[src/design/rsc_pkg.sv]
/*
 * rsc_pkg: selector codes, field positions, fixed words and reset values
 * for the ramp synthesizer configuration bank.
 * Assumes 32-bit serial words whose low five bits select the register.
 */
package rsc_pkg;
    localparam int WORD_W = 32;
    localparam int SEL_W = 5;

    // register selectors
    localparam logic [4:0] SEL_SYNTH_MAIN = 5'h05;
    localparam logic [4:0] SEL_REF_OPT = 5'h07;
    localparam logic [4:0] SEL_REF_CAL = 5'h08;
    localparam logic [4:0] SEL_CAL_SETUP = 5'h09;
    localparam logic [4:0] SEL_RSV_A = 5'h0A;
    localparam logic [4:0] SEL_RAMP_MODE = 5'h0B;
    localparam logic [4:0] SEL_PUMP = 5'h0C;
    localparam logic [4:0] SEL_TIMER = 5'h0D;
    localparam logic [4:0] SEL_DEV = 5'h0E;
    localparam logic [4:0] SEL_STEP = 5'h0F;
    localparam logic [4:0] SEL_DELAY = 5'h10;
    localparam logic [4:0] SEL_RSV_B = 5'h11;

    // reference options word
    localparam int REF_HALF_BIT = 11;
    localparam int DOUBLER_BIT = 10;
    localparam int REF_DIV_LSB = 5;
    localparam int REF_DIV_W = 5;
    // calibration divider
    localparam int CAL_DIV_LSB = 5;
    localparam int CAL_DIV_W = 10;
    // ramp mode control
    localparam int NSR_HOLD_BIT = 11;
    localparam int SINGLE_TRI_BIT = 9;
    localparam int RAMP_MODE_LSB = 7;
    localparam int RAMP_MODE_W = 2;
    localparam int CNT_CLR_BIT = 5;
    // pump control
    localparam int PUMP_LSB = 17;
    localparam int PUMP_W = 4;
    localparam int PUMP_TRI_BIT = 15;
    // ramp timer divider
    localparam int LSYNC_BIT = 21;
    localparam int DIV_MODE_LSB = 19;
    localparam int DIV_MODE_W = 2;
    localparam int TDIV_LSB = 7;
    localparam int TDIV_W = 12;
    localparam int TSEL_LSB = 5;
    // deviation
    localparam int TRIG_INV_BIT = 31;
    localparam int RCLK_SRC_BIT = 30;
    localparam int DSEL_LSB = 25;
    localparam int DOFF_LSB = 21;
    localparam int DOFF_W = 4;
    localparam int DEV_LSB = 5;
    localparam int DEV_W = 16;
    // step
    localparam int SSEL_LSB = 25;
    localparam int STEP_LSB = 3;
    localparam int STEP_W = 20;
    // delay and trigger
    localparam int DLSEL_LSB = 23;
    localparam int TRIG_EN_BIT = 20;
    localparam int DLY_EN_BIT = 19;
    localparam int DLY_LSB = 5;
    localparam int DLY_W = 12;
    // main synth word
    localparam int RAMP_ON_BIT = 29;

    localparam int SLOT_SEL_W = 2;
    localparam int SLOTS = 4;

    // fixed words
    localparam logic [31:0] CAL_SETUP_WORD = 32'h2A20B929;
    localparam logic [31:0] NORMAL_SETUP_WORD = 32'h2800B929;
    localparam logic [31:0] RSV_A_WORD = 32'h1D32A64A;
    localparam logic [31:0] RSV_B_WORD = 32'h00000011;

    localparam logic [31:0] WORD_RESET = 32'h00000000;
endpackage

[src/design/rsc_slot_bank.sv]
/*
 * rsc_slot_bank: four write-selected slots of one field width.
 * Assumes write enable is a one-cycle pulse on the bank clock.
 */
`timescale 1ns/100ps
module rsc_slot_bank #(
    parameter int W = 12
) (
    // clock and reset
    input wire logic mclk_in,
    input wire logic rstn_in,
    // write side
    input wire logic wr_in,
    input wire logic [1:0] sel_in,
    input wire logic [W-1:0] data_in,
    // stored slots, slot 0 in the low bits
    output logic [4*W-1:0] slots_out
);
    logic [4*W-1:0] next_slots;

    always_comb begin
        next_slots = slots_out;
        if (wr_in) begin
            next_slots[sel_in*W +: W] = data_in;
        end
    end

    always_ff @(posedge mclk_in) begin
        if (!rstn_in) begin
            slots_out <= '0;
        end else begin
            slots_out <= next_slots;
        end
    end
endmodule // rsc_slot_bank

[src/design/rsc_config_regs.sv]
/*
 * rsc_config_regs: serial-loaded configuration bank for the reference path,
 * calibration divider, ramp control, pump code and ramp slot banks.
 * Assumes serial, strobe, reference and trigger inputs synchronous to mclk_in.
 */
`timescale 1ns/100ps
// Operation
// RULE_01: reference-half bit inserts a divide-by-two stage before calibration tick.
// RULE_02: doubler bit doubles reference edges feeding the reference divider.
// RULE_03: doubler off uses falling edge only; on uses both edges.
// RULE_04: reference divider divides by 1 to 31; host keeps it there.
// RULE_05: low five bits route each word to registers 8 through 17; code also decodes registers 5 and 7.
// RULE_06: host sets calibration divider so detector rate over it <= 100 kHz.
// RULE_07: host writes calibration word before calibration, normal word afterwards.
// RULE_08: host writes registers 10 and 17 only with their fixed words.
// RULE_09: noise-shaper reset on each main word write unless hold bit set.
// RULE_10: single-full-triangle bit enables function; host pairs it with mode 11.
// RULE_11: two-bit ramp mode field selects the generated waveform.
// RULE_12: counter-clear bit holds device counters reset until cleared.
// RULE_13: four-bit pump current code and separate pump tristate bit.
// RULE_14: latch-sync bit delays strobe action until a reference edge.
// RULE_15: host sets divider mode 11 with ramps, 00 otherwise.
// RULE_16: timer divisor stored into slot picked by segment select.
// RULE_17: trigger invert selects rising or falling trigger edge.
// RULE_18: ramp clock source picks timer tick or trigger pin.
// RULE_19: deviation word and offset stored into selected deviation slot.
// RULE_20: step count stored into selected step slot.
// RULE_21: delay word stored into selected slot; separate delay enable bit.
// RULE_22: trigger mode starts ramp on trigger high together with ramp-on.
// RULE_23: ramp-on bit starts ramp when 1, disables it when 0.
// RULE_24: word taken only on load strobe, then only addressed register updated.
module rsc_config_regs (
    // clock and reset
    input wire logic mclk_in,
    input wire logic rstn_in,
    // serial port
    input wire logic sclk_in,
    input wire logic sdata_in,
    input wire logic load_strobe_pin_in,
    // reference and trigger pins
    input wire logic ref_in,
    input wire logic trig_pin_in,
    // reference path
    output logic ref_half_divider_out,
    output logic doubler_out,
    output logic [4:0] ref_div_out,
    output logic [9:0] cal_div_out,
    output logic pd_tick_out,
    output logic cal_tick_out,
    // calibration and fixed words
    output logic cal_mode_out,
    output logic reserved_ok_out,
    // ramp control
    output logic [1:0] ramp_mode_out,
    output logic single_tri_out,
    output logic counter_clear_bit_out,
    output logic noise_shaper_reset_out,
    output logic [1:0] divider_mode_field_out,
    output logic ramp_run_out,
    output logic ramp_adv_out,
    output logic delay_en_out,
    // pump
    output logic [3:0] pump_code_out,
    output logic pump_tristate_out,
    // slot banks, slot 0 in low bits
    output logic [47:0] ramp_timer_divisor_out,
    output logic [63:0] dev_word_out,
    output logic [15:0] dev_offset_out,
    output logic [79:0] step_count_out,
    output logic [47:0] delay_word_out
);
    logic [31:0] shift, next_shift;
    logic [31:0] held, next_held;
    logic pend, next_pend;
    logic sclk_q, le_q, ref_q, trig_q;
    logic commit;
    logic [31:0] cword;
    logic [4:0] csel;
    logic [31:0] ref_opt, r8, r9, r10, r11, r12, r13, r17;
    logic [31:0] next_ref_opt, next_r8, next_r9, next_r10, next_r11, next_r12, next_r13, next_r17;
    logic trig_inv, rclk_src, trig_en, dly_en, ramp_on;
    logic next_trig_inv, next_rclk_src, next_trig_en, next_dly_en, next_ramp_on;
    logic next_nsr_reset;
    logic next_cal_mode, next_rsv_ok;
    logic sclk_rise, le_rise, ref_rise, ref_fall, trig_rise, trig_fall;
    logic [4:0] rcnt, next_rcnt, rdiv;
    logic half, next_half;
    logic pd_edge, rdiv_tick, next_cal_tick;
    logic [11:0] tcnt, next_tcnt, tdiv;
    logic timer_tick, trig_evt, next_adv, next_run;

    assign sclk_rise = sclk_in & ~sclk_q;
    assign le_rise = load_strobe_pin_in & ~le_q;
    assign ref_rise = ref_in & ~ref_q;
    assign ref_fall = ~ref_in & ref_q;
    assign trig_rise = trig_pin_in & ~trig_q;
    assign trig_fall = ~trig_pin_in & trig_q;
    assign csel = cword[4:0];

    // serial capture and strobe handling
    always_comb begin
        next_shift = shift;
        next_held = held;
        next_pend = pend;
        commit = 1'b0;
        cword = held;
        if (sclk_rise) begin
            next_shift = {shift[30:0], sdata_in};
        end
        if (pend && ref_rise) begin
            commit = 1'b1; // see RULE_14
            next_pend = 1'b0;
        end
        if (le_rise) begin
            if (r13[rsc_pkg::LSYNC_BIT]) begin
                next_pend = 1'b1; // see RULE_14
                next_held = shift;
            end else begin
                commit = 1'b1; // see RULE_24
                cword = shift;
            end
        end
    end

    always_ff @(posedge mclk_in) begin
        if (!rstn_in) begin
            shift <= rsc_pkg::WORD_RESET;
            held <= rsc_pkg::WORD_RESET;
            pend <= 1'b0;
            sclk_q <= 1'b0;
            le_q <= 1'b0;
            ref_q <= 1'b0;
            trig_q <= 1'b0;
        end else begin
            shift <= next_shift;
            held <= next_held;
            pend <= next_pend;
            sclk_q <= sclk_in;
            le_q <= load_strobe_pin_in;
            ref_q <= ref_in;
            trig_q <= trig_pin_in;
        end
    end

    // register words, routed by selector
    always_comb begin
        next_ref_opt = ref_opt;
        next_r8 = r8;
        next_r9 = r9;
        next_r10 = r10;
        next_r11 = r11;
        next_r12 = r12;
        next_r13 = r13;
        next_r17 = r17;
        next_trig_inv = trig_inv;
        next_rclk_src = rclk_src;
        next_trig_en = trig_en;
        next_dly_en = dly_en;
        next_ramp_on = ramp_on;
        next_nsr_reset = 1'b0;
        if (commit) begin
            case (csel) // see RULE_05
                rsc_pkg::SEL_SYNTH_MAIN: begin
                    next_ramp_on = cword[rsc_pkg::RAMP_ON_BIT]; // see RULE_23
                    next_nsr_reset = ~r11[rsc_pkg::NSR_HOLD_BIT]; // see RULE_09
                end
                rsc_pkg::SEL_REF_OPT: next_ref_opt = cword;
                rsc_pkg::SEL_REF_CAL: next_r8 = cword; // see RULE_06
                rsc_pkg::SEL_CAL_SETUP: next_r9 = cword;
                rsc_pkg::SEL_RSV_A: next_r10 = cword;
                rsc_pkg::SEL_RAMP_MODE: next_r11 = cword;
                rsc_pkg::SEL_PUMP: next_r12 = cword;
                rsc_pkg::SEL_TIMER: next_r13 = cword;
                rsc_pkg::SEL_DEV: begin
                    next_trig_inv = cword[rsc_pkg::TRIG_INV_BIT];
                    next_rclk_src = cword[rsc_pkg::RCLK_SRC_BIT];
                end
                rsc_pkg::SEL_DELAY: begin
                    next_trig_en = cword[rsc_pkg::TRIG_EN_BIT];
                    next_dly_en = cword[rsc_pkg::DLY_EN_BIT]; // see RULE_21
                end
                rsc_pkg::SEL_RSV_B: next_r17 = cword;
                default: next_nsr_reset = 1'b0;
            endcase
        end
        next_cal_mode = (next_r9 == rsc_pkg::CAL_SETUP_WORD); // see RULE_07
        next_rsv_ok = (next_r10 == rsc_pkg::RSV_A_WORD) && (next_r17 == rsc_pkg::RSV_B_WORD); // see RULE_08
    end

    always_ff @(posedge mclk_in) begin
        if (!rstn_in) begin
            ref_opt <= rsc_pkg::WORD_RESET;
            r8 <= rsc_pkg::WORD_RESET;
            r9 <= rsc_pkg::WORD_RESET;
            r10 <= rsc_pkg::WORD_RESET;
            r11 <= rsc_pkg::WORD_RESET;
            r12 <= rsc_pkg::WORD_RESET;
            r13 <= rsc_pkg::WORD_RESET;
            r17 <= rsc_pkg::WORD_RESET;
            trig_inv <= 1'b0;
            rclk_src <= 1'b0;
            trig_en <= 1'b0;
            dly_en <= 1'b0;
            ramp_on <= 1'b0;
            noise_shaper_reset_out <= 1'b0;
            cal_mode_out <= 1'b0;
            reserved_ok_out <= 1'b0;
        end else begin
            ref_opt <= next_ref_opt;
            r8 <= next_r8;
            r9 <= next_r9;
            r10 <= next_r10;
            r11 <= next_r11;
            r12 <= next_r12;
            r13 <= next_r13;
            r17 <= next_r17;
            trig_inv <= next_trig_inv;
            rclk_src <= next_rclk_src;
            trig_en <= next_trig_en;
            dly_en <= next_dly_en;
            ramp_on <= next_ramp_on;
            noise_shaper_reset_out <= next_nsr_reset;
            cal_mode_out <= next_cal_mode;
            reserved_ok_out <= next_rsv_ok;
        end
    end

    assign ref_half_divider_out = ref_opt[rsc_pkg::REF_HALF_BIT];
    assign doubler_out = ref_opt[rsc_pkg::DOUBLER_BIT];
    assign ref_div_out = ref_opt[rsc_pkg::REF_DIV_LSB +: rsc_pkg::REF_DIV_W];
    assign cal_div_out = r8[rsc_pkg::CAL_DIV_LSB +: rsc_pkg::CAL_DIV_W];
    assign ramp_mode_out = r11[rsc_pkg::RAMP_MODE_LSB +: rsc_pkg::RAMP_MODE_W]; // see RULE_11
    assign single_tri_out = r11[rsc_pkg::SINGLE_TRI_BIT]; // see RULE_10
    assign counter_clear_bit_out = r11[rsc_pkg::CNT_CLR_BIT];
    assign pump_code_out = r12[rsc_pkg::PUMP_LSB +: rsc_pkg::PUMP_W]; // see RULE_13
    assign pump_tristate_out = r12[rsc_pkg::PUMP_TRI_BIT]; // see RULE_13
    assign divider_mode_field_out = r13[rsc_pkg::DIV_MODE_LSB +: rsc_pkg::DIV_MODE_W]; // see RULE_15
    assign delay_en_out = dly_en;

    // slot banks
    rsc_slot_bank #(.W(rsc_pkg::TDIV_W)) u_timer (
        .mclk_in(mclk_in), .rstn_in(rstn_in),
        .wr_in(commit && csel == rsc_pkg::SEL_TIMER), // see RULE_16
        .sel_in(cword[rsc_pkg::TSEL_LSB +: rsc_pkg::SLOT_SEL_W]),
        .data_in(cword[rsc_pkg::TDIV_LSB +: rsc_pkg::TDIV_W]),
        .slots_out(ramp_timer_divisor_out)
    );
    rsc_slot_bank #(.W(rsc_pkg::DEV_W)) u_dev (
        .mclk_in(mclk_in), .rstn_in(rstn_in),
        .wr_in(commit && csel == rsc_pkg::SEL_DEV), // see RULE_19
        .sel_in(cword[rsc_pkg::DSEL_LSB +: rsc_pkg::SLOT_SEL_W]),
        .data_in(cword[rsc_pkg::DEV_LSB +: rsc_pkg::DEV_W]),
        .slots_out(dev_word_out)
    );
    rsc_slot_bank #(.W(rsc_pkg::DOFF_W)) u_doff (
        .mclk_in(mclk_in), .rstn_in(rstn_in),
        .wr_in(commit && csel == rsc_pkg::SEL_DEV), // see RULE_19
        .sel_in(cword[rsc_pkg::DSEL_LSB +: rsc_pkg::SLOT_SEL_W]),
        .data_in(cword[rsc_pkg::DOFF_LSB +: rsc_pkg::DOFF_W]),
        .slots_out(dev_offset_out)
    );
    rsc_slot_bank #(.W(rsc_pkg::STEP_W)) u_step (
        .mclk_in(mclk_in), .rstn_in(rstn_in),
        .wr_in(commit && csel == rsc_pkg::SEL_STEP), // see RULE_20
        .sel_in(cword[rsc_pkg::SSEL_LSB +: rsc_pkg::SLOT_SEL_W]),
        .data_in(cword[rsc_pkg::STEP_LSB +: rsc_pkg::STEP_W]),
        .slots_out(step_count_out)
    );
    rsc_slot_bank #(.W(rsc_pkg::DLY_W)) u_delay (
        .mclk_in(mclk_in), .rstn_in(rstn_in),
        .wr_in(commit && csel == rsc_pkg::SEL_DELAY), // see RULE_21
        .sel_in(cword[rsc_pkg::DLSEL_LSB +: rsc_pkg::SLOT_SEL_W]),
        .data_in(cword[rsc_pkg::DLY_LSB +: rsc_pkg::DLY_W]),
        .slots_out(delay_word_out)
    );

    // reference path and ramp timing
    always_comb begin
        pd_edge = doubler_out ? (ref_rise | ref_fall) : ref_fall; // see RULE_02 see RULE_03
        rdiv = (ref_div_out == 5'h00) ? 5'h01 : ref_div_out; // see RULE_04
        tdiv = (ramp_timer_divisor_out[11:0] == 12'h000) ? 12'h001 : ramp_timer_divisor_out[11:0];
        rdiv_tick = 1'b0;
        timer_tick = 1'b0;
        next_rcnt = rcnt;
        next_tcnt = tcnt;
        if (pd_edge) begin
            if (rcnt >= rdiv - 5'h01) begin
                next_rcnt = 5'h00;
                rdiv_tick = 1'b1;
            end else begin
                next_rcnt = rcnt + 5'h01;
            end
            if (tcnt >= tdiv - 12'h001) begin
                next_tcnt = 12'h000;
                timer_tick = 1'b1;
            end else begin
                next_tcnt = tcnt + 12'h001;
            end
        end
        if (counter_clear_bit_out) begin
            next_rcnt = 5'h00; // see RULE_12
            next_tcnt = 12'h000;
            rdiv_tick = 1'b0;
            timer_tick = 1'b0;
        end
        next_half = ref_half_divider_out ? (half ^ rdiv_tick) : 1'b0;
        next_cal_tick = ref_half_divider_out ? (rdiv_tick & half) : rdiv_tick; // see RULE_01
        trig_evt = trig_inv ? trig_fall : trig_rise; // see RULE_17
        next_run = ramp_on && (!trig_en || trig_pin_in); // see RULE_22 see RULE_23
        next_adv = next_run && (rclk_src ? trig_evt : timer_tick); // see RULE_18
    end

    always_ff @(posedge mclk_in) begin
        if (!rstn_in) begin
            rcnt <= 5'h00;
            tcnt <= 12'h000;
            half <= 1'b0;
            pd_tick_out <= 1'b0;
            cal_tick_out <= 1'b0;
            ramp_run_out <= 1'b0;
            ramp_adv_out <= 1'b0;
        end else begin
            rcnt <= next_rcnt;
            tcnt <= next_tcnt;
            half <= next_half;
            pd_tick_out <= pd_edge;
            cal_tick_out <= next_cal_tick;
            ramp_run_out <= next_run;
            ramp_adv_out <= next_adv;
        end
    end
endmodule // rsc_config_regs

[config.mk]
export PLATFORM = sky130hd
export DESIGN_NAME = rsc_config_regs
export DESIGN_NICKNAME = d
export VERILOG_FILES = /design/src/design/rsc_pkg.sv /design/src/design/rsc_slot_bank.sv /design/src/design/rsc_config_regs.sv
export SDC_FILE = /design/constraint.sdc
export NUM_CORES = 1
export LEC_CHECK = 0
export BUFFER_PORTS_ARGS = -buffer_cell sky130_fd_sc_hd__buf_2
export CAP_MARGIN = 20
export CELL_PAD_IN_SITES_DETAIL_PLACEMENT = 0
export CELL_PAD_IN_SITES_GLOBAL_PLACEMENT = 1
export CORE_ASPECT_RATIO = 1.4
export CORE_MARGIN = 2
export CORE_UTILIZATION = 39
export CTS_CLUSTER_DIAMETER = 100
export DETAILED_ROUTE_END_ITERATION = 7
export PLACE_DENSITY_LB_ADDON = 0.1
export SYNTH_ARGS = -nofsm -noshare
export SYNTH_HDL_FRONTEND = slang
export SYNTH_SLANG_ARGS = --single-unit
export TNS_END_PERCENT = 5
[constraint.sdc]
create_clock -name mclk_in -period 3.3 [get_ports mclk_in]
set_input_delay 0.165 -clock mclk_in [delete_from_list [all_inputs] [get_ports mclk_in]]
set_output_delay 0.165 -clock mclk_in [all_outputs]
set_load 0.005 [all_outputs]
==> impl.org <==
** Run status
- Outcome :: complete, no violations

** STA
- Unrepaired setup endpoints after global routing :: true
- Sum of negative setup slack :: 0 ns
- Worst slew slack as a fraction of its limit :: 39.18%
- Count of final max-slew check failures :: 0
- Actual slew at the worst max-slew pin :: about 0.91 ns
- Clock period minus final worst setup slack :: 3.253 ns
- The final count of hold timing violations was 0.
- Max Clock Skew :: 0.02359 ns
- Based on the critical path, the design can be clocked at up to a little over 0.3 GHz.
- Final setup viols :: 0
- The worst path uses 98.59% of the clock period.

** Floorplan
- Width of the die :: 197.6 µm
- approximately 300 I/O pins were placed.
- Initial Utilization :: 39.34%
- The floorplan step defined a die boundary enclosing 54,350 µm².
- FP Rows :: between 90 and 100
- In this run the vertical extent of the chip is 275.1 µm.
- The core region is 52,020 µm².

** Place
- PortBufs :: 298
- Cells after DPL :: 3,307
- The wire-length estimate of the detail-placed layout is around 53,000 µm.
- The congestion estimate from routability-driven global placement came to 0.9431.
- Post-DP Area :: 23,130 µm²

** CTS
- TritonCTS built the clock tree.
- The cell sitting at the root of the clock tree is a sky130_fd_sc_hd__clkbuf_16.
- Clock network latency to the later pin of the worst-skew pair :: about 0.60 ns
- The H-tree was split into 2 levels.
- Clock Pin Slew Worst Setup and Hold Paths :: roughly 0.06 ns
- Buffers inserted during clock tree synthesis total 50.
- The clock drives 481 sinks.
- Max Buffers Root-to-Sink :: 3

** Global route
- Vias in the first global route :: 18,169
- The first global-routing pass estimated between 100,000 and 150,000 µm of wire.
- After global routing the overflow that remains totals 0.
- Entering global routing, the biggest net connects 68 pins.
- Antenna violations before repair :: 0
- Global-route total usage across every layer :: 27.18%

** Detailed routing
- The detailed router placed 19,018 vias in this run.
- After detailed routing, the number of vias per cell comes to approximately 5.6.
- Post-DR wirelength/cell :: 22.09 µm
- After detailed routing, the number of remaining DRC violations is 0.
- Before antenna repair, the detailed router went through 6 iterations.
- First DRT Iteration DRCs :: 1,193
- In this run the remaining antenna-violating nets after routing total 0.
- Wires add up to 75,260 µm.

** Synth
- Sorting the synthesized cells by area gives the leading types as sky130_fd_sc_hd__dfxtp_1, sky130_fd_sc_hd__a21oi_1, sky130_fd_sc_hd__nor2_1.
- Yosys mapped a number of flops with a built-in enable equal to 0.
- The average instance in the mapped netlist occupies 8.447 µm².
- The share of synthesized area in the top cell type comes to ~47%.
- The synthesized design spends more area on one cell type than any other, namely sky130_fd_sc_hd__dfxtp_1.
- Proportion of synthesized chip area in sequential cells :: 47.05%
- For this run, the number of Yosys warnings is 0.
- Synthesis handed over a netlist of 2,423 instances.
- Flip-flop cell with the highest count after synthesis :: sky130_fd_sc_hd__dfxtp_1
- Total of flip-flops plus latches after synthesis :: 481
- In this run the cell area of the synthesized design comes to around 20,000 µm².
- Syn_nets :: 2,470
- For this run, asynchronously set or reset flops after synthesis account for 0%.
- Count of different cell masters after synthesis :: 75

** Pwr
- Final Total Pwr :: 11.88 mW
- Cell Pwr Density :: about 480 nW/µm²
- The analysis attributes to cell leakage a power of 9.695 nW.
- VDD IR-drop max :: 0.3822 mV

** Cells and area
- Area of combinational cells with multiple inputs :: between 10,000 and 15,000 µm²
- Most frequent cells in the layout :: sky130_fd_sc_hd__dfxtp_1, sky130_fd_sc_hd__nor2_1, sky130_fd_sc_hd__buf_2
- In the final layout, the share of cells above drive strength 1 is about a fifth.
- Commonest non-fill, non-tap cell in the layout :: sky130_fd_sc_hd__dfxtp_1
- Fill cells in the final layout number 5,138.
- Synth-to-Final Area Change :: 21.84%
- Summing all non-filler instances in the final layout gives an area of between 20,000 and 25,000 µm².
- Number of antenna diodes :: 0
- Storage cell area :: 9629 µm²
- After the flow finishes, the layout carries non-filler instances totaling 3,407.
- In the final design database the tool counted 2,757 nets.

** Setup path
- Endpoint of the lowest-slack register-to-register path :: tcnt[10]$_SDFFE_PP0N_
- Startpoint of the most critical setup path :: u_timer.slots_out[5]$_SDFFE_PN0P_
- End of the critical path :: tcnt[10]$_SDFFE_PP0N_
- CP Launch Type :: flip-flop
- The worst setup path is of the flip-flop to flip-flop kind.
- Of all nets on the critical path, the largest fanout is 11.
- Setup slack on the worst reg-to-reg path comes out at 0.05 ns.
- Worst reg-to-reg path cell count :: 14
- Data required time at the worst endpoint :: 3.76 ns
- The worst register-to-register path begins at u_timer.slots_out[5]$_SDFFE_PN0P_.
- Crit path arrival time :: 3.72 ns
- The worst setup path is captured at a flip-flop.

** Flow run
- Max-cap violations in this run came to 0.

** Worst hold path
- Worst min path class :: input pin to flip-flop
state kept, by name (all words and copies together) (netlist names), 3 cells and up:
register           cells
held                  32
r12                    5
r17                   32
r10                   32
shift                 32
tcnt                  12
ref_opt                7
r9                    32
rcnt                   5
r13                    3
u_dev.slots_out       64
u_doff.slots_out      16
u_timer.slots_out     48
u_step.slots_out      80
u_delay.slots_out     48
r8                    10
r11                    5
kinds of logic after synthesis:
family | count (synthesis) | share of synthesized area (%)
simple gates | 966 | 21.81
flops | 481 | 47.05
mux | 84 | 4.450
fa+ha+maj | 40 | 2.445
xor+xnor | 25 | 1.070
compound gates | 605 | 18.63
buf+inv | 222 | 4.548
synthesized netlist by cell type, drive strengths merged (12+ instances only):
library cell and number:
dfxtp 481, a32o 15, or3 34, nand3 62, o31ai 13, a211oi 108
nand4 20, and3 14, nor2 317, mux2 15, buf 54, inv 20
nor4 24, xnor2 13, a21oi 283, nor3 148, clkbuf 146, a2bb2oi 15
mux2i 69, o2bb2ai 12, o22ai 21, ha 40, o21ai 57, nand2 264
nand2b 18, xor2 12
worst min-delay path by stage:
stage | start | to | slack, ns | cells past startpoint
after floorplan | load_strobe_pin_in | le_q$_SDFF_PN0_ | 0.29 | 1
after global placement | sclk_in | sclk_q$_SDFF_PN0_ | 0.41 | 2
after detailed placement | sclk_in | sclk_q$_SDFF_PN0_ | 0.41 | 2
after CTS | rstn_in | u_delay.slots_out[37]$_SDFFE_PN0P_ | 0.05 | 3
after global routing | rstn_in | u_delay.slots_out[39]$_SDFFE_PN0P_ | 0.06 | 3
final | rstn_in | u_delay.slots_out[37]$_SDFFE_PN0P_ | 0.08 | 3
metrics by stage:
stage          hold slack [ns]  utilization (%)  worst slack [ns]
5_1_grt                0.06468            47.93           -0.1676
3_3_place_gp            0.4051            44.47           0.06996
2_1_floorplan           0.2867                -          -0.02983
6_report               0.08460            47.93           0.04669
4_1_cts                0.04846            47.82           0.06593
3_5_place_dp            0.4120            44.47           0.01466
layer usage:
| metal | share of wire, % | global-route usage [%] | wire length [µm] | vias to the layer above |
|---|---|---|---|---|
| li1 | - | - | - | 9205 |
| met1 | 41 | 33.20 | 30990 | 9071 |
| met2 | 48 | 46.64 | 36270 | 578 |
| met3 | 6.2 | 5.455 | 4686 | 164 |
| met4 | 4.4 | 11.28 | 3305 | 0 |
| met5 | 0 | 0 | 0 | - |
worst max-delay path, stage by stage, from the launching register on:
cell and delay (ns):
sky130_fd_sc_hd__dfxtp_1 0.31, sky130_fd_sc_hd__or4_4 0.55, sky130_fd_sc_hd__nor4_4 0.32, sky130_fd_sc_hd__a31oi_2 0.14
sky130_fd_sc_hd__ha_2 0.20, sky130_fd_sc_hd__nand2_2 0.06, sky130_fd_sc_hd__or2_4 0.12, sky130_fd_sc_hd__nor2_1 0.04
sky130_fd_sc_hd__xnor2_1 0.12, sky130_fd_sc_hd__ha_1 0.29, sky130_fd_sc_hd__nand4_1 0.10, sky130_fd_sc_hd__o311a_1 0.38
sky130_fd_sc_hd__o31ai_1 0.21, sky130_fd_sc_hd__buf_4 0.22, sky130_fd_sc_hd__a21oi_1 0.06
power by group:
part           switching, mW  total (mW)  internal, mW
Sequential           0.00732        5.82          5.81
Combinational          0.185       0.253        0.0675
Clock                   2.45        5.81          3.37
cell type report:
type	count	share of cell area [%]
flip-flops and latches	481	38.62
inverters	22	0.3713
clock inverters	28	1.239
multi-input cells	1720	40.55
clock buffers	65	5.529
repair buffers	435	10.41
well taps	656	3.292
timing repair:
item | in CTS | in global routing
hold buffers | 5 | 0
hold endpoints to repair | 6 | 0
cloned | 0 | 0
buffers inserted | 0 | 2
setup endpoints to repair | 1 | 14
pin swaps | 0 | 3
gates resized for setup | 1 | 12
(Power assumes the default switching activity.)
